### config.mk
export PLATFORM = sky130hd
export DESIGN_NAME = tmc_timer
export DESIGN_NICKNAME = d
export VERILOG_FILES = /design/src/core/tmc_pkg.sv /design/src/core/tmc_edge_sync.sv /design/src/core/tmc_prescaler.sv /design/src/core/tmc_timer.sv
export SDC_FILE = /design/constraint.sdc
export NUM_CORES = 1
export LEC_CHECK = 0
export ABC_AREA = 1
export BUFFER_PORTS_ARGS = -buffer_cell sky130_fd_sc_hd__buf_2
export CAP_MARGIN = 20
export CELL_PAD_IN_SITES_DETAIL_PLACEMENT = 0
export CELL_PAD_IN_SITES_GLOBAL_PLACEMENT = 1
export CORE_ASPECT_RATIO = 0.9
export CORE_UTILIZATION = 25
export DETAILED_ROUTE_END_ITERATION = 7
export HOLD_SLACK_MARGIN = 0.05
export PLACE_DENSITY_LB_ADDON = 0.25
export SLEW_MARGIN = 20
export SYNTH_ARGS = -nofsm -noshare
export SYNTH_HDL_FRONTEND = slang
export SYNTH_HIERARCHICAL = 1
export SYNTH_SLANG_ARGS = --single-unit
export TNS_END_PERCENT = 10
### constraint.sdc
create_clock -name aclk -period 9.6 [get_ports aclk]
set_input_delay 0.96 -clock aclk [delete_from_list [all_inputs] [get_ports aclk]]
set_output_delay 0.96 -clock aclk [all_outputs]
set_load 0.005 [all_outputs]
### src/core/tmc_pkg.sv
// package: register map, field layout, reset values and timing for the timer
package tmc_pkg;
   // register byte offsets on the axi4-lite bus
   localparam logic [3:0] OFF_COUNT  = 4'h0;   // count value
   localparam logic [3:0] OFF_OPTION = 4'h4;   // option bits
   localparam logic [3:0] OFF_STATUS = 4'h8;   // sticky events, w1c
   localparam logic [3:0] OFF_MASK   = 4'hc;   // interrupt mask
   // option field positions
   localparam int OPT_RATE_LSB = 0;            // prescale_rate_field [2:0]
   localparam int OPT_ASSIGN   = 3;            // prescaler_assignment
   localparam int OPT_EDGE     = 4;            // source_edge_select
   localparam int OPT_SOURCE   = 5;            // clock_source_select
   localparam int OPT_WIDTH    = 6;            // option register width
   // status field positions
   localparam int ST_OVF       = 0;            // overflow_flag
   localparam int ST_WIDTH     = 1;            // status register width
   // reset values
   localparam logic [5:0] OPT_RESET   = 6'h3f; // all option bits set
   localparam logic [7:0] COUNT_RESET = 8'h00; // count value at reset
   localparam logic [0:0] MASK_RESET  = 1'h0;  // interrupts masked
   // inhibit window after a write to the count value, in cycles
   localparam logic [1:0] WRITE_INHIBIT = 2'h2;
   // axi response codes
   localparam logic [1:0] RESP_OKAY   = 2'h0;
   localparam logic [1:0] RESP_SLVERR = 2'h2;
endpackage

### src/core/tmc_edge_sync.sv
// synchroniser and edge picker for the external count input
`timescale 1ns/1ns
module tmc_edge_sync (
   input  wire logic aclk,                // system clock
   input  wire logic aresetn,             // synchronous reset, active low
   input  wire logic ce,                  // clock enable
   input  wire logic pin_in,              // asynchronous pin
   input  wire logic falling_sel,         // 1 = falling edges count
   output logic      edge_pulse           // one-cycle pulse per edge
);
   logic meta_r;                          // first stage, read by sync_r
   logic sync_r;                          // second stage
   logic prev_r;                          // last synchronised level

   ////////////////////////////////////////////////////////////////////
   // two-stage synchroniser, then a history flop for edge detection
   always_ff @(posedge aclk) begin
      if (!aresetn) begin
         meta_r <= 1'b0;
         sync_r <= 1'b0;
         prev_r <= 1'b0;
      end else if (ce) begin
         meta_r <= pin_in;
         sync_r <= meta_r;
         prev_r <= sync_r;
      end
   end

   // edge polarity select: falling when set, rising when clear
   always_comb begin
      if (falling_sel) begin
         edge_pulse = ce & prev_r & ~sync_r;
      end else begin
         edge_pulse = ce & ~prev_r & sync_r;
      end
   end
endmodule

### src/core/tmc_prescaler.sv
// shared 8-bit prescaler with rate select and hidden count
`timescale 1ns/1ns
module tmc_prescaler #(
   parameter int WIDTH = 8                // prescaler stages
) (
   input  wire logic       aclk,          // system clock
   input  wire logic       aresetn,       // synchronous reset, active low
   input  wire logic       ce,            // clock enable
   input  wire logic       clear,         // zero the hidden count
   input  wire logic       tick_in,       // source events
   input  wire logic [2:0] rate,          // prescale_rate_field
   input  wire logic       to_watchdog,   // assignment: 1 = watchdog
   output logic            tick_out       // divided event
);
   logic [WIDTH-1:0] cnt_r;               // hidden count, no bus access
   logic [WIDTH-1:0] cnt_nxt;             // count after this event
   logic [WIDTH-1:0] lim;                 // terminal value for the ratio
   logic [3:0]       shift;               // log2 of the ratio

   // counter side 1:2..1:256, watchdog side 1:1..1:128
   always_comb begin
      shift   = to_watchdog ? {1'b0, rate} : {1'b0, rate} + 4'h1;
      lim     = WIDTH'((9'h001 << shift) - 9'h001);
      cnt_nxt = cnt_r + WIDTH'(1);
   end

   ////////////////////////////////////////////////////////////////////
   // divide by counting events up to the terminal value
   always_ff @(posedge aclk) begin
      if (!aresetn) begin
         cnt_r <= '0;
      end else if (ce) begin
         if (clear) begin
            cnt_r <= '0;
         end else if (tick_in) begin
            cnt_r <= (cnt_r >= lim) ? '0 : cnt_nxt;
         end
      end
   end

   // output pulse when an event lands on the terminal value
   always_comb begin
      tick_out = ce & tick_in & ~clear & (cnt_r >= lim);
   end
endmodule

### src/core/tmc_timer.sv
// top: 8-bit timer/counter with shared prescaler behind axi4-lite
`timescale 1ns/1ns
module tmc_timer #(
   parameter int PRESCALE_WIDTH = 8       // prescaler stages
) (
   input  wire logic        aclk,         // 250 mhz instruction clock
   input  wire logic        aresetn,      // synchronous reset, active low
   input  wire logic        ce,           // clock enable, freezes state
   input  wire logic        external_count_input, // asynchronous pin
   input  wire logic        watchdog_clear_instruction, // one pulse
   output logic             watchdog_tick, // watchdog event, prescaled when assigned there
   output logic             irq,          // level interrupt
   input  wire logic [3:0]  s_axi_awaddr,
   input  wire logic        s_axi_awvalid,
   output logic             s_axi_awready,
   input  wire logic [31:0] s_axi_wdata,
   input  wire logic [3:0]  s_axi_wstrb,
   input  wire logic        s_axi_wvalid,
   output logic             s_axi_wready,
   output logic [1:0]       s_axi_bresp,
   output logic             s_axi_bvalid,
   input  wire logic        s_axi_bready,
   input  wire logic [3:0]  s_axi_araddr,
   input  wire logic        s_axi_arvalid,
   output logic             s_axi_arready,
   output logic [31:0]      s_axi_rdata,
   output logic [1:0]       s_axi_rresp,
   output logic             s_axi_rvalid,
   input  wire logic        s_axi_rready
);
   ////////////////////////////////////////////////////////////////////
   // declarations
   logic [7:0]  count_value_r;            // the counter
   logic [5:0]  option_r;                 // source, edge, assign, rate
   logic [0:0]  status_r;                 // sticky overflow_flag
   logic [0:0]  mask_r;                   // overflow_interrupt_enable
   logic [1:0]  inhibit_r;                // cycles left without counting
   logic        aw_held_r;                // write address captured
   logic [3:0]  aw_addr_r;                // captured write address
   logic        w_held_r;                 // write data captured
   logic [31:0] w_data_r;                 // captured write data
   logic [3:0]  w_strb_r;                 // captured byte enables
   logic        wr_fire;                  // write commits this cycle
   logic        wr_count;                 // write to the count value
   logic        wr_option;                // write to option
   logic        wr_status;                // write-one-to-clear
   logic        wr_mask;                  // write to mask
   logic        wr_ok;                    // mapped write address
   logic        rd_fire;                  // read accepted this cycle
   logic [31:0] rd_data;                  // read mux
   logic        rd_ok;                    // mapped read address
   logic        ext_edge;                 // synchronised selected edge
   logic        src_tick;                 // selected source event
   logic        pre_out;                  // prescaler output
   logic        pre_clear;                // zero the hidden count
   logic        cnt_tick;                 // counter advance
   logic        to_wdt;                   // prescaler on watchdog side
   logic        overflow;                 // rollover this cycle

   ////////////////////////////////////////////////////////////////////
   // external edge path: two flops then edge select
   tmc_edge_sync u_sync (
      .aclk        (aclk),
      .aresetn     (aresetn),
      .ce          (ce),
      .pin_in      (external_count_input),
      .falling_sel (option_r[tmc_pkg::OPT_EDGE]),
      .edge_pulse  (ext_edge)
   );

   // source select and prescaler steering
   always_comb begin
      to_wdt = option_r[tmc_pkg::OPT_ASSIGN];
      // counter mode takes synchronised edges, timer mode every cycle
      src_tick = option_r[tmc_pkg::OPT_SOURCE] ? ext_edge
                                               : ce;
      // clear the hidden count on a count write (counter side) or a watchdog clear (watchdog side)
      pre_clear = to_wdt ? watchdog_clear_instruction
                         : wr_count;
   end

   // one prescaler; its input comes from whichever side owns it
   tmc_prescaler #(
      .WIDTH       (PRESCALE_WIDTH)
   ) u_pre (
      .aclk        (aclk),
      .aresetn     (aresetn),
      .ce          (ce),
      .clear       (pre_clear),
      .tick_in     (to_wdt ? ce : src_tick),
      .rate        (option_r[tmc_pkg::OPT_RATE_LSB +: 3]),
      .to_watchdog (to_wdt),
      .tick_out    (pre_out)
   );

   // counter gets divided events, or raw events on watchdog assignment
   always_comb begin
      cnt_tick = to_wdt ? src_tick
                        : pre_out;
      overflow = cnt_tick && (inhibit_r == 2'h0) && !wr_count
                 && (count_value_r == 8'hff);
   end

   ////////////////////////////////////////////////////////////////////
   // counter and post-write inhibit
   always_ff @(posedge aclk) begin
      if (!aresetn) begin
         count_value_r <= tmc_pkg::COUNT_RESET;
         inhibit_r     <= 2'h0;
      end else if (ce) begin
         if (wr_count) begin
            count_value_r <= w_data_r[7:0];
            inhibit_r     <= tmc_pkg::WRITE_INHIBIT;
         end else if (inhibit_r != 2'h0) begin
            inhibit_r <= inhibit_r - 2'h1;
         end else if (cnt_tick) begin
            count_value_r <= count_value_r + 8'h01;
         end
      end
   end

   // watchdog event out: prescaled only when assigned there
   always_ff @(posedge aclk) begin
      if (!aresetn) begin
         watchdog_tick <= 1'b0;
      end else if (ce) begin
         watchdog_tick <= to_wdt ? pre_out : 1'b1;
      end
   end

   ////////////////////////////////////////////////////////////////////
   // option and mask registers
   always_ff @(posedge aclk) begin
      if (!aresetn) begin
         option_r <= tmc_pkg::OPT_RESET;
         mask_r   <= tmc_pkg::MASK_RESET;
      end else if (ce) begin
         if (wr_option) begin
            option_r <= w_data_r[5:0];   // reassignment order is software's
         end
         if (wr_mask) begin
            mask_r <= w_data_r[0:0];
         end
      end
   end

   // sticky overflow flag; a set in the clearing cycle wins
   always_ff @(posedge aclk) begin
      if (!aresetn) begin
         status_r <= 1'b0;
      end else if (ce) begin
         if (overflow) begin
            status_r[tmc_pkg::ST_OVF] <= 1'b1;
         end else if (wr_status && w_data_r[tmc_pkg::ST_OVF]) begin
            status_r[tmc_pkg::ST_OVF] <= 1'b0;
         end
      end
   end

   // interrupt level from unmasked sticky bits
   always_ff @(posedge aclk) begin
      if (!aresetn) begin
         irq <= 1'b0;
      end else if (ce) begin
         irq <= |(status_r & mask_r);
      end
   end

   ////////////////////////////////////////////////////////////////////
   // axi write decode; low byte lane carries every field
   always_comb begin
      wr_fire   = aw_held_r && w_held_r && !s_axi_bvalid;
      wr_ok     = (aw_addr_r == tmc_pkg::OFF_COUNT) ||
                  (aw_addr_r == tmc_pkg::OFF_OPTION) ||
                  (aw_addr_r == tmc_pkg::OFF_STATUS) ||
                  (aw_addr_r == tmc_pkg::OFF_MASK);
      wr_count  = wr_fire && w_strb_r[0] &&
                  (aw_addr_r == tmc_pkg::OFF_COUNT);
      wr_option = wr_fire && w_strb_r[0] &&
                  (aw_addr_r == tmc_pkg::OFF_OPTION);
      wr_status = wr_fire && w_strb_r[0] &&
                  (aw_addr_r == tmc_pkg::OFF_STATUS);
      wr_mask   = wr_fire && w_strb_r[0] &&
                  (aw_addr_r == tmc_pkg::OFF_MASK);
   end

   // write address and data captured independently, in any order
   always_ff @(posedge aclk) begin
      if (!aresetn) begin
         aw_held_r     <= 1'b0;
         aw_addr_r     <= 4'h0;
         w_held_r      <= 1'b0;
         w_data_r      <= 32'h0000_0000;
         w_strb_r      <= 4'h0;
         s_axi_awready <= 1'b0;
         s_axi_wready  <= 1'b0;
         s_axi_bvalid  <= 1'b0;
         s_axi_bresp   <= tmc_pkg::RESP_OKAY;
      end else if (ce) begin
         s_axi_awready <= 1'b0;
         s_axi_wready  <= 1'b0;
         // accept address
         if (s_axi_awvalid && !aw_held_r && !s_axi_awready) begin
            aw_held_r     <= 1'b1;
            aw_addr_r     <= s_axi_awaddr;
            s_axi_awready <= 1'b1;
         end
         // accept data
         if (s_axi_wvalid && !w_held_r && !s_axi_wready) begin
            w_held_r     <= 1'b1;
            w_data_r     <= s_axi_wdata;
            w_strb_r     <= s_axi_wstrb;
            s_axi_wready <= 1'b1;
         end
         // commit and respond
         if (wr_fire) begin
            aw_held_r    <= 1'b0;
            w_held_r     <= 1'b0;
            s_axi_bvalid <= 1'b1;
            s_axi_bresp  <= wr_ok ? tmc_pkg::RESP_OKAY
                                  : tmc_pkg::RESP_SLVERR;
         end else if (s_axi_bvalid && s_axi_bready) begin
            s_axi_bvalid <= 1'b0;
         end
      end
   end

   ////////////////////////////////////////////////////////////////////
   // axi read mux; prescaler count has no address
   always_comb begin
      rd_fire = s_axi_arvalid && !s_axi_arready && !s_axi_rvalid;
      rd_ok   = 1'b1;
      rd_data = 32'h0000_0000;
      case (s_axi_araddr)
         tmc_pkg::OFF_COUNT:  rd_data[7:0] = count_value_r;
         tmc_pkg::OFF_OPTION: rd_data[5:0] = option_r;
         tmc_pkg::OFF_STATUS: rd_data[0:0] = status_r;
         tmc_pkg::OFF_MASK:   rd_data[0:0] = mask_r;
         default:             rd_ok        = 1'b0;
      endcase
   end

   // read channel: accept and answer on the same edge
   always_ff @(posedge aclk) begin
      if (!aresetn) begin
         s_axi_arready <= 1'b0;
         s_axi_rvalid  <= 1'b0;
         s_axi_rdata   <= 32'h0000_0000;
         s_axi_rresp   <= tmc_pkg::RESP_OKAY;
      end else if (ce) begin
         s_axi_arready <= 1'b0;
         if (rd_fire) begin
            s_axi_arready <= 1'b1;
            s_axi_rvalid  <= 1'b1;
            s_axi_rdata   <= rd_data;
            s_axi_rresp   <= rd_ok ? tmc_pkg::RESP_OKAY
                                   : tmc_pkg::RESP_SLVERR;
         end else if (s_axi_rvalid && s_axi_rready) begin
            s_axi_rvalid <= 1'b0;
         end
      end
   end
endmodule

==> flow_metrics.env, run 1 <==
export IMPL_status="complete, no violations"
export IMPL_seqPwrFrac=0.412
export IMPL_yosys_most_used_dff="dfxtp_1"
export IMPL_synthArstFlopShare=0
export IMPL_hold_depth=2
export IMPL_root_buffer="clkbuf_16"
export IMPL_fillers=1501
export IMPL_dieHeight_um=114
export IMPL_cts_sinks=61
export IMPL_wire_per_inst_um=12.3
export IMPL_p_clk_frac=0.500
export IMPL_crit_arrival_ps=4180
export IMPL_pin_count=97
export IMPL_rrSetupSlack_ps=5680
export IMPL_ys_seq_area_frac=0.354
export IMPL_synth_area_leader_cell="dfxtp_1"
export IMPL_startpoint_type="flip-flop"
export IMPL_synth_cell_types=39
export IMPL_setup_viol=0
export IMPL_syn_inst=494
export IMPL_grt_usage=0.125
export IMPL_postCtsSetupBuffers=0
export IMPL_drv_slew=0
export IMPL_worst_path_buf_inv=2
export IMPL_die_area_mm2=0.0143
export IMPL_placed_cells=693
export IMPL_synth_top_area_frac=0.354
export IMPL_fmax_ghz=0.255
export IMPL_grt_max_degree=43
export IMPL_yosys_top_cells_area="dfxtp_1 (35%), nand2_1 (12%), buf_4 (6.1%), a21oi_1 (5.8%), o21ai_0 (5.7%)"
export IMPL_grt_pass1_vias=2805
export IMPL_hold_buffers=0
export IMPL_synth_edff_count=0
export IMPL_r2r_end="count_value_r[4]"
export IMPL_post_cts_resized=0
export IMPL_whs_ps=442
export IMPL_firstDrtPassIters=4
export IMPL_endpoint_kind="flip-flop"
export IMPL_cts_reportedPaths_clkPinSlew_ps=50
export IMPL_internal_power_mw=0.504
export IMPL_maxCapViolCount=0
export IMPL_antennaDiodeCount=0
export IMPL_combPwrFrac=0.088
export IMPL_holdCritPathClass="flip-flop to flip-flop"
export IMPL_critical_path_slowest_cell="o21ai_0"
export IMPL_drive_gt1_frac=0.156
export IMPL_syn2layout_area_growth_pct=16.2
export IMPL_period_share=0.408
export IMPL_place_area_mm2=0.00371
export IMPL_finalWeightedCongestion=0.734
export IMPL_grt_overflow_total=0
export IMPL_viasPerCell=4.39
export IMPL_p_total_mw=0.659
export IMPL_path_cells="ha_1 > inv_1 > o21ai_0 > inv_1 > nand3_1 > ha_1 > nand2_2 > o21ai_0 > nand3_1 > ha_1 > nand2_1 > nor2_1 > nand2_1 > and2_1 > nor3_1 > o21a_1 > nand2_1 > a21oi_4 > o21ai_0 > nor2_1"
export IMPL_worstSkewPairLatency_ps=330
export IMPL_core_mm2=0.0134
export IMPL_multiInputGateArea_mm2=0.00184
export IMPL_start_util=0.257
export IMPL_period_minus_slack_ps=3920
export IMPL_min_delay_start="aw_addr_r[0]"
export IMPL_relSlewSlack=0.535
export IMPL_path_max_fanout=8
export IMPL_ys_warn_count=6
export IMPL_syn_avg_cell_area_um2=6.99
export IMPL_netlist_area_mm2=0.00345
export IMPL_p_switching_mw=0.155
export IMPL_num_vias=3103
export IMPL_dp_hpwl_mm=6.40
export IMPL_ff_latch_area_mm2=0.00122
export IMPL_drt_total_wl_mm=8.68
export IMPL_fin_cells=707
export IMPL_final_hold_violation_count=0
export IMPL_required_ps=9870
export IMPL_rr_worst_depth=20
export IMPL_cts_buffers_inserted=9
export IMPL_antenna_found_initial=0
export IMPL_htree_levels=3
export IMPL_powerDensity_mw_per_mm2=164
export IMPL_synth_seq_cells=61
export IMPL_skew_ps=5.13
export IMPL_drt_first_iter_violations=127
export IMPL_cts_tree="yes"
export IMPL_worst_pin_slew_ps=693
export IMPL_irDropWorstVdd_uv=76.1
export IMPL_std_cell_rows=40
export IMPL_path_delay_family="simple AND/OR/NAND/NOR gates"
export IMPL_switching_share=0.235
export IMPL_postRouteAntennaNets=0
export IMPL_drc=0
export IMPL_fin_tns_setup_ps=0
export IMPL_design_area_mm2=0.00401
export IMPL_rsz0062_at_grt="false"
export IMPL_hold_path_end="aw_addr_r[0]"
export IMPL_fp_dieW_um=126
export IMPL_worstSetupPathType="flip-flop to flip-flop"
export IMPL_io_buffers=43
export IMPL_fin_nets=603
export IMPL_grt_first_pass_wirelength_mm=13.9
export IMPL_rr_startpoint="option_r[0]"
export IMPL_clock_path_buffers=2
export IMPL_cpPeakStageDelay_ps=440
export IMPL_power_leakage_nw=1.87
[layout by cell type (no fill, tap or decap), drive strengths merged]
| cell type | count |
|---|---|
| o221a | 1 |
| and2 | 2 |
| bufinv | 1 |
| o221ai | 1 |
| nand4 | 11 |
| nand3b | 3 |
| xor2 | 4 |
| or2 | 1 |
| nor3 | 7 |
| a21o | 1 |
| a31o | 1 |
| buf | 44 |
| conb | 26 |
| dfxtp | 61 |
| nor2 | 51 |
| clkbuf | 13 |
| a21oi | 42 |
| nand3 | 27 |
| ha | 13 |
| a31oi | 1 |
| nand2 | 112 |
| o211ai | 9 |
| o21ai | 44 |
| xnor2 | 2 |
| inv | 59 |
| o21a | 2 |
[cell usage after synthesis (all sizes together), types with 2 or more instances]
cell    count
a21oi      42
xor2        4
nor2       51
o21ai      44
ha         13
dfxtp      61
nor3        7
inv        59
nand3b      3
o211ai      9
nand2     112
buf        34
xnor2       2
o21a        2
clkbuf      4
nand3      27
and2        2
nand4      11
[worst max-delay path by stage]
| stage | start | slack [ps] | cells after the start | end |
|---|---|---|---|---|
| after global placement | option_r[0] | 5680 | 20 | count_value_r[6] |
| after CTS | option_r[0] | 5630 | 20 | count_value_r[4] |
| after detailed placement | option_r[0] | 5660 | 20 | count_value_r[4] |
| after floorplan | option_r[0] | 6330 | 20 | count_value_r[2] |
| final | option_r[0] | 5680 | 20 | count_value_r[4] |
| after global routing | option_r[0] | 5230 | 21 | count_value_r[4] |
[metal layers]
layer | wire [um] | GRT usage | up-vias
met3 | 373 | 0.0371 | 13
met2 | 3760 | 0.192 | 69
li1 | - | - | 1642
met4 | 135 | 0.0490 | 0
met5 | 0 | 0 | -
met1 | 4410 | 0.164 | 1379
[tightest hold or removal path: stages, from the launching register on]
cell and delay (ps):
dfxtp_1 300, inv_2 50, a21oi_1 50
[state kept, by name (all words and copies together) (netlist names), 2 cells and up]
name / cells
option_r: 6
u_pre/cnt_r: 8
inhibit_r: 2
aw_addr_r: 4
s_axi_rdata: 8
w_data_r: 8
count_value_r: 8
[stage by stage]
stage	worst slack, ps	utilization
5_1_grt	5230	0.299
2_1_floorplan	6330	-
3_3_place_gp	5680	0.277
6_report	5680	0.299
4_1_cts	5630	0.299
3_5_place_dp	5660	0.277
[cell type report]
cell class,instances,share of cell area
clock buffer,13,0.0673
clock inverter,1,0.00748
inverter,59,0.0552
multi-input combinational,361,0.458
sequential,61,0.304
tap,168,0.0524
timing repair buffer,44,0.0555
[power by group through the flow]
stage | logic, mW | clock network [mW] | registers [mW]
5_1_grt | 0.0670 | 0.348 | 0.273
3_3_place_gp | 0.0579 | 0 | 0.277
2_1_floorplan | 0.0470 | 0 | 0.276
4_1_cts | 0.0592 | 0.338 | 0.271
3_5_place_dp | 0.0591 | 0 | 0.277
6_report | 0.0581 | 0.330 | 0.271
[kinds of logic after synthesis]
group                      count (synthesis)  share of synthesized area
AOI/OAI and AO/OA                        102                      0.167
other                                      1                    0.00109
DFF                                       61                      0.354
adders and majority gates                 13                     0.0471
xor gates and xnor gates                   6                     0.0152
and+or+nand+nor                          214                      0.274
buffers and inverters                     97                      0.141
Note: power is estimated with default switching activity, not from simulation.
==> inputs of run 2 (changes only) <==
--- a/config.mk
+++ b/config.mk
@@ -5,7 +5,7 @@
 export SDC_FILE = /design/constraint.sdc
 export NUM_CORES = 1
 export LEC_CHECK = 0
-export ABC_AREA = 1
+export ABC_AREA = 0
 export BUFFER_PORTS_ARGS = -buffer_cell sky130_fd_sc_hd__buf_2
 export CAP_MARGIN = 20
 export CELL_PAD_IN_SITES_DETAIL_PLACEMENT = 0
==> constraint.sdc (replaced) <==
create_clock -name aclk -period 3.5 [get_ports aclk]
set_input_delay 0.35 -clock aclk [delete_from_list [all_inputs] [get_ports aclk]]
set_output_delay 0.35 -clock aclk [all_outputs]
set_load 0.005 [all_outputs]
==> run 2 against run 1 <==
- the flow now finishes with violations (design-rule violations)
- area after synthesis decreased by 0.80%
- maximum frequency increased by 20%
- count of clock-buffer cells in the layout decreased by 3
- largest power group unchanged
- highest routed layer unchanged
==> flow_metrics.env, run 2 <==
export IMPL_status="complete, but fails checks"
export IMPL_violations="design-rule violations"
export IMPL_final_cell_mix="dfxtp_1 (59), nand2_1 (53), buf_2 (43), nor2_1 (33), a21oi_1 (27)"
export IMPL_grt_pass1_vias=2817
export IMPL_cts_reportedPaths_clkPinSlew_ps=50
export IMPL_drc=1
export IMPL_pin_count=97
export IMPL_synth_seq_cells=61
export IMPL_switching_share=0.239
export IMPL_std_cell_rows=40
export IMPL_powerDensity_mw_per_mm2=409
export IMPL_seqPwrFrac=0.423
export IMPL_drv_slew=0
export IMPL_worstSetupPathType="flip-flop to flip-flop"
export IMPL_finalWeightedCongestion=0.805
export IMPL_power_leakage_nw=1.70
export IMPL_rrSetupSlack_ps=240
export IMPL_htree_levels=3
export IMPL_irDropWorstVdd_uv=179
export IMPL_period_minus_slack_ps=3260
export IMPL_required_ps=3710
export IMPL_antennaDiodeCount=0
export IMPL_dieHeight_um=113
export IMPL_ys_seq_area_frac=0.356
export IMPL_use_met2=0.203
export IMPL_final_hold_violation_count=0
export IMPL_yosys_most_used_dff="dfxtp_1"
export IMPL_design_area_mm2=0.00422
export IMPL_cts_tree="yes"
export IMPL_p_clk_frac=0.499
export IMPL_internal_power_mw=1.31
export IMPL_p_switching_mw=0.412
export IMPL_synth_common_cells="dfxtp_1 (61), nand2_1 (54), nor2_1 (35)"
export IMPL_clock_path_buffers=2
export IMPL_period_share=0.932
export IMPL_syn_inst=399
export IMPL_fp_dieW_um=125
export IMPL_path_max_fanout=6
export IMPL_num_vias=3001
export IMPL_relSlewSlack=0.572
export IMPL_grt_overflow_total=0
export IMPL_core_mm2=0.0134
export IMPL_ys_warn_count=6
export IMPL_startpoint_type="flip-flop"
export IMPL_synthArstFlopShare=0
export IMPL_setup_viol=0
export IMPL_root_buffer="clkbuf_16"
export IMPL_maxCapViolCount=0
export IMPL_postRouteAntennaNets=0
export IMPL_synth_cell_types=65
export IMPL_grt_max_degree=23
export IMPL_grt_first_pass_wirelength_mm=14.1
export IMPL_rr_startpoint="option_r[1]"
export IMPL_hold_path_end="aw_addr_r[1]"
export IMPL_synth_top_area_frac=0.356
export IMPL_io_buffers=43
export IMPL_fmax_ghz=0.307
export IMPL_fin_nets=527
export IMPL_groute_layer_met3_usage=0.0416
export IMPL_dp_hpwl_mm=6.23
export IMPL_hold_depth=3
export IMPL_start_util=0.256
export IMPL_drt_first_iter_violations=133
export IMPL_met1_usage=0.165
export IMPL_cts_buffers_inserted=9
export IMPL_holdCritPathClass="input pin to flip-flop"
export IMPL_drt_total_wl_mm=8.65
export IMPL_drive_gt1_frac=0.256
export IMPL_viasPerCell=4.75
export IMPL_final_common_cell="dfxtp_1"
export IMPL_antenna_found_initial=0
export IMPL_synthMostInstantiatedCell="dfxtp_1"
export IMPL_synth_area_leader_cell="dfxtp_1"
export IMPL_netlist_area_mm2=0.00343
export IMPL_endpoint_kind="flip-flop"
export IMPL_hold_buffers=0
export IMPL_syn_avg_cell_area_um2=8.59
export IMPL_syn2layout_area_growth_pct=23.1
export IMPL_grt_usage=0.130
export IMPL_skew_ps=4.67
export IMPL_synth_edff_count=0
export IMPL_crit_arrival_ps=3470
export IMPL_whs_ps=257
export IMPL_min_delay_start="s_axi_awaddr[1]"
export IMPL_fin_tns_setup_ps=0
export IMPL_worstSkewPairLatency_ps=330
export IMPL_place_area_mm2=0.00380
export IMPL_r2r_end="count_value_r[6]"
export IMPL_worst_pin_slew_ps=637
export IMPL_cts_sinks=61
export IMPL_die_area_mm2=0.0142
export IMPL_firstDrtPassIters=8
export IMPL_combPwrFrac=0.078
export IMPL_grt_busiest_layer="met2"
export IMPL_yosys_top_cells_area="dfxtp_1 (36%), buf_4 (5.9%), nand2_1 (5.9%), ha_1 (4.7%), mux2i_1 (4.4%)"
export IMPL_wire_per_inst_um=13.7
export IMPL_rr_worst_depth=19
run 2: cell count changes in the layout (fill, tap and decap cells not counted), sizes merged, moves of 8 or more:
cell | before | now
inv | 59 | 9
o21ai | 44 | 10
mux2i | 0 | 15
nand3 | 27 | 7
nor2b | 0 | 11
nor2 | 51 | 35
nand4 | 11 | 2
a31oi | 1 | 10
a21oi | 42 | 32
buf | 44 | 66
a22oi | 0 | 8
nand2 | 112 | 54
run 2: power by group through the flow:
stage               Sequential [mW]  Combinational, mW  Clock, mW
finish                        0.730              0.134      0.859
global route                  0.732              0.153      0.916
CTS                           0.730              0.132      0.887
detailed placement            0.745              0.129          0
global placement              0.744              0.127          0
floorplan                     0.741              0.102          0
run 2: metal layers:
metal	routed length [um]	vias to the layer above
met5	0	-
met4	111	0
met3	442	10
met2	3950	80
met1	4150	1408
li1	-	1503
run 2: logic make-up (layout without fill, tap and decap cells):
logic type | Yosys count | in the layout | share of synthesized area
AND/OR/NAND/NOR | 161 | 161 | 0.253
flip-flops | 61 | 61 | 0.356
buffers and inverters | 51 | 90 | 0.0931
adder cells (fa/ha/maj) | 13 | 13 | 0.0475
other | 1 | 26 | 0.00109
XOR/XNOR | 6 | 6 | 0.0153
multiplexers | 22 | 22 | 0.0701
AO/OA/AOI/OAI | 84 | 85 | 0.164
run 2: stage by stage:
stage	utilization	setup WS, ps	std cells	total power [mW]
3_3_place_gp	0.284	-31.5	611	0.871
6_report	0.316	239	632	1.72
3_5_place_dp	0.284	-66.3	611	0.873
4_1_cts	0.308	0.453	628	1.75
2_1_floorplan	-	2.30	424	0.843
5_1_grt	0.316	-18.7	632	1.80
run 2: how the worst max path moves through the flow:
stage	from	endpoint	slack, ps	depth (start not counted)
2_1_floorplan	option_r[1]	status_r	2	20
3_3_place_gp	option_r[0]	count_value_r[6]	-30	19
3_5_place_dp	option_r[0]	count_value_r[6]	-70	19
4_1_cts	option_r[0]	count_value_r[1]	0.5	19
5_1_grt	option_r[1]	count_value_r[1]	-20	18
6_report	option_r[1]	count_value_r[6]	240	19
run 2: cell type report:
type | count | area (um2)
fillers | 1402 | 9150
multi-input cells | 313 | 2080
flip-flops and latches | 61 | 1220
repair buffers | 66 | 392
clock buffers | 10 | 229
well taps | 168 | 210
clock inverters | 5 | 52.6
inverters | 9 | 33.8
run 2: repair_timing:
action                     4_1_cts  5_1_grt
gates resized for setup          3       17
gates cloned                     1        0
setup buffers                    1        5
pin swaps                        3       15
setup endpoints to repair        5        9
run 2: worst max-delay path, cell delays in order, from the launching register on:
cell      delay [ps]
dfxtp_2          330
ha_4             160
buf_4            150
nand2b_4         130
a32oi_2          200
ha_2             240
o221ai_4         110
xnor2_1          160
nand2_1           70
ha_1             310
nand2_2           80
nor2_2            50
a21oi_2          190
nor3_2            70
o211ai_1         180
buf_4            180
nor3_4            40
buf_4            140
a221oi_1         250
nor2_1            80
==> inputs of run 3 (changes only) <==
--- a/config.mk
+++ b/config.mk
@@ -8,7 +8,7 @@
 export ABC_AREA = 0
 export BUFFER_PORTS_ARGS = -buffer_cell sky130_fd_sc_hd__buf_2
 export CAP_MARGIN = 20
-export CELL_PAD_IN_SITES_DETAIL_PLACEMENT = 0
+export CELL_PAD_IN_SITES_DETAIL_PLACEMENT = 1
 export CELL_PAD_IN_SITES_GLOBAL_PLACEMENT = 1
 export CORE_ASPECT_RATIO = 0.9
 export CORE_UTILIZATION = 25
==> run 3 against run 2 <==
- the flow still finishes with violations (design-rule violations)
- cell count decreased by 0.16%
- hold slack got worse by 2.8 ps
- utilization increased by 0.73 points
- clock power increased by 19%
- combinational power about the same
- setup slack got worse by 56 ps
- first-iteration DRC count decreased by 3.8%
- maximum frequency decreased by 1.7%
- global-route usage increased by 1.2 points
- wire length increased by 9.9%
- die area unchanged
- largest power group unchanged
==> flow_metrics.env, run 3 (synthesis gave the netlist of run 2 again) <==
export IMPL_maxCapViolCount=0
export IMPL_dp_hpwl_mm=6.90
export IMPL_path_cells="ha_4 > buf_6 > nand2b_4 > a32oi_2 > ha_2 > o221ai_4 > xnor2_1 > nand2_1 > ha_1 > nand2_2 > nor2_4 > a21oi_4 > nor3_2 > o211ai_1 > buf_4 > nor2_4 > a21oi_4 > mux2i_1 > nor2_1"
export IMPL_cts_reportedPaths_clkPinSlew_ps=50
export IMPL_power_leakage_nw=1.73
export IMPL_cts_sinks=61
export IMPL_path_delay_family="compound AO/OA/AOI/OAI gates"
export IMPL_status="complete, but fails checks"
export IMPL_drv_slew=0
export IMPL_rrSetupSlack_ps=180
export IMPL_violations="design-rule violations"
export IMPL_viasPerCell=4.76
export IMPL_grt_max_degree=23
export IMPL_pin_count=97
export IMPL_place_area_mm2=0.00380
export IMPL_endpoint_kind="flip-flop"
export IMPL_drive_gt1_frac=0.268
export IMPL_final_cell_mix="dfxtp_1 (59), nand2_1 (53), buf_2 (43), nor2_1 (32)"
export IMPL_cts_tree="yes"
export IMPL_root_buffer="clkbuf_16"
export IMPL_critical_path_slowest_cell="dfxtp_4"
export IMPL_crit_arrival_ps=3540
export IMPL_powerDensity_mw_per_mm2=437
export IMPL_std_cell_rows=40
export IMPL_final_hold_violation_count=0
export IMPL_io_buffers=43
export IMPL_required_ps=3720
export IMPL_skew_ps=6.39
export IMPL_wire_per_inst_um=15.1
export IMPL_min_delay_start="s_axi_awaddr[1]"
export IMPL_die_area_mm2=0.0142
export IMPL_cpPeakStageDelay_ps=350
export IMPL_setup_viol=0
export IMPL_period_share=0.948
export IMPL_holdCritPathClass="input pin to flip-flop"
export IMPL_rr_worst_depth=19
export IMPL_period_minus_slack_ps=3320
export IMPL_path_max_fanout=6
export IMPL_hold_path_end="aw_addr_r[1]"
export IMPL_worst_path_buf_inv=2
export IMPL_grt_overflow_total=0
export IMPL_startpoint_type="flip-flop"
export IMPL_relSlewSlack=0.544
export IMPL_hold_buffers=0
export IMPL_fp_dieW_um=125
export IMPL_fmax_ghz=0.302
export IMPL_antenna_found_initial=0
export IMPL_dp_worst_setup_slack_ps=-108
export IMPL_clock_path_buffers=2
export IMPL_fin_ws_ps=183
export IMPL_syn2layout_area_growth_pct=26.0
export IMPL_grt_first_pass_wirelength_mm=15.4
export IMPL_cts_buffers_inserted=9
export IMPL_fin_nets=525
export IMPL_final_common_cell="dfxtp_1"
export IMPL_finalWeightedCongestion=0.805
export IMPL_core_mm2=0.0134
export IMPL_irDropWorstVdd_uv=218
export IMPL_rsz0062_at_grt="true"
export IMPL_postRouteAntennaNets=0
export IMPL_grt_pass1_vias=3045
export IMPL_worstSkewPairLatency_ps=340
export IMPL_fillers=1566
export IMPL_htree_levels=3
export IMPL_dieHeight_um=113
export IMPL_antennaDiodeCount=0
export IMPL_worst_pin_slew_ps=678
export IMPL_drc=1
export IMPL_hold_depth=3
export IMPL_worstSetupPathType="flip-flop to flip-flop"
export IMPL_design_area_mm2=0.00432
export IMPL_rr_startpoint="option_r[1]"
export IMPL_drt_total_wl_mm=9.51
export IMPL_grt_usage=0.141
export IMPL_start_util=0.256
export IMPL_num_vias=3003
export IMPL_drt_first_iter_violations=128
export IMPL_r2r_end="count_value_r[1]"
export IMPL_firstDrtPassIters=8
run 3: per-layer routing:
metal  global-route usage  up-vias  part of all wire
met3               0.0411        8             0.036
met5                    0        -                 0
met2                0.236       56              0.47
li1                     -     1504                 -
met1                0.174     1435              0.48
met4               0.0463        0             0.011
run 3: cell type report:
type,instances,area (um2),area share
Multi-Input combinational cell,313,2120,0.490
Inverter,9,33.8,0.00783
Clock buffer,13,280,0.0649
Tap cell,168,210,0.0487
Sequential cell,61,1230,0.284
Timing Repair Buffer,64,384,0.0890
Clock inverter,3,65.1,0.0151
run 3: where the power goes:
| part | switching, mW | total, mW | internal, mW |
|---|---|---|---|
| clock | 0.321 | 1.02 | 0.699 |
| combinational | 0.0815 | 0.135 | 0.0533 |
| sequential | 0.0164 | 0.730 | 0.713 |
run 3: through the flow:
step / TNS [ps] / hold slack (ps) / instances / power (mW) / utilization
after floorplan: 0 / 436 / 424 / 0.843 / -
after global placement: -62.6 / 450 / 611 / 0.871 / 0.284
after detailed placement: -425 / 451 / 611 / 0.877 / 0.284
after CTS: 0 / 238 / 629 / 1.91 / 0.312
after global routing: -253 / 253 / 631 / 1.96 / 0.323
final: 0 / 254 / 631 / 1.89 / 0.323
run 3: worst min-delay path, cell delays in order:
cell and delay (ps):
buf_2 80, mux2i_1 60, nor2_1 70
run 3: timing repair:
item	4_1_cts	5_1_grt
gates cloned	1	0
setup buffers	1	3
endpoints found under the setup margin	9	9
gates resized for setup	4	27
pin swaps	3	15
run 3: worst max path at each step:
stage	cells after the start	startpoint	end	slack (ps)
after floorplan	20	option_r[1]	status_r	2
after global placement	19	option_r[0]	count_value_r[6]	-30
after detailed placement	19	option_r[0]	count_value_r[6]	-110
after CTS	19	option_r[0]	count_value_r[1]	30
after global routing	20	option_r[1]	count_value_r[7]	-70
final	19	option_r[1]	count_value_r[1]	180
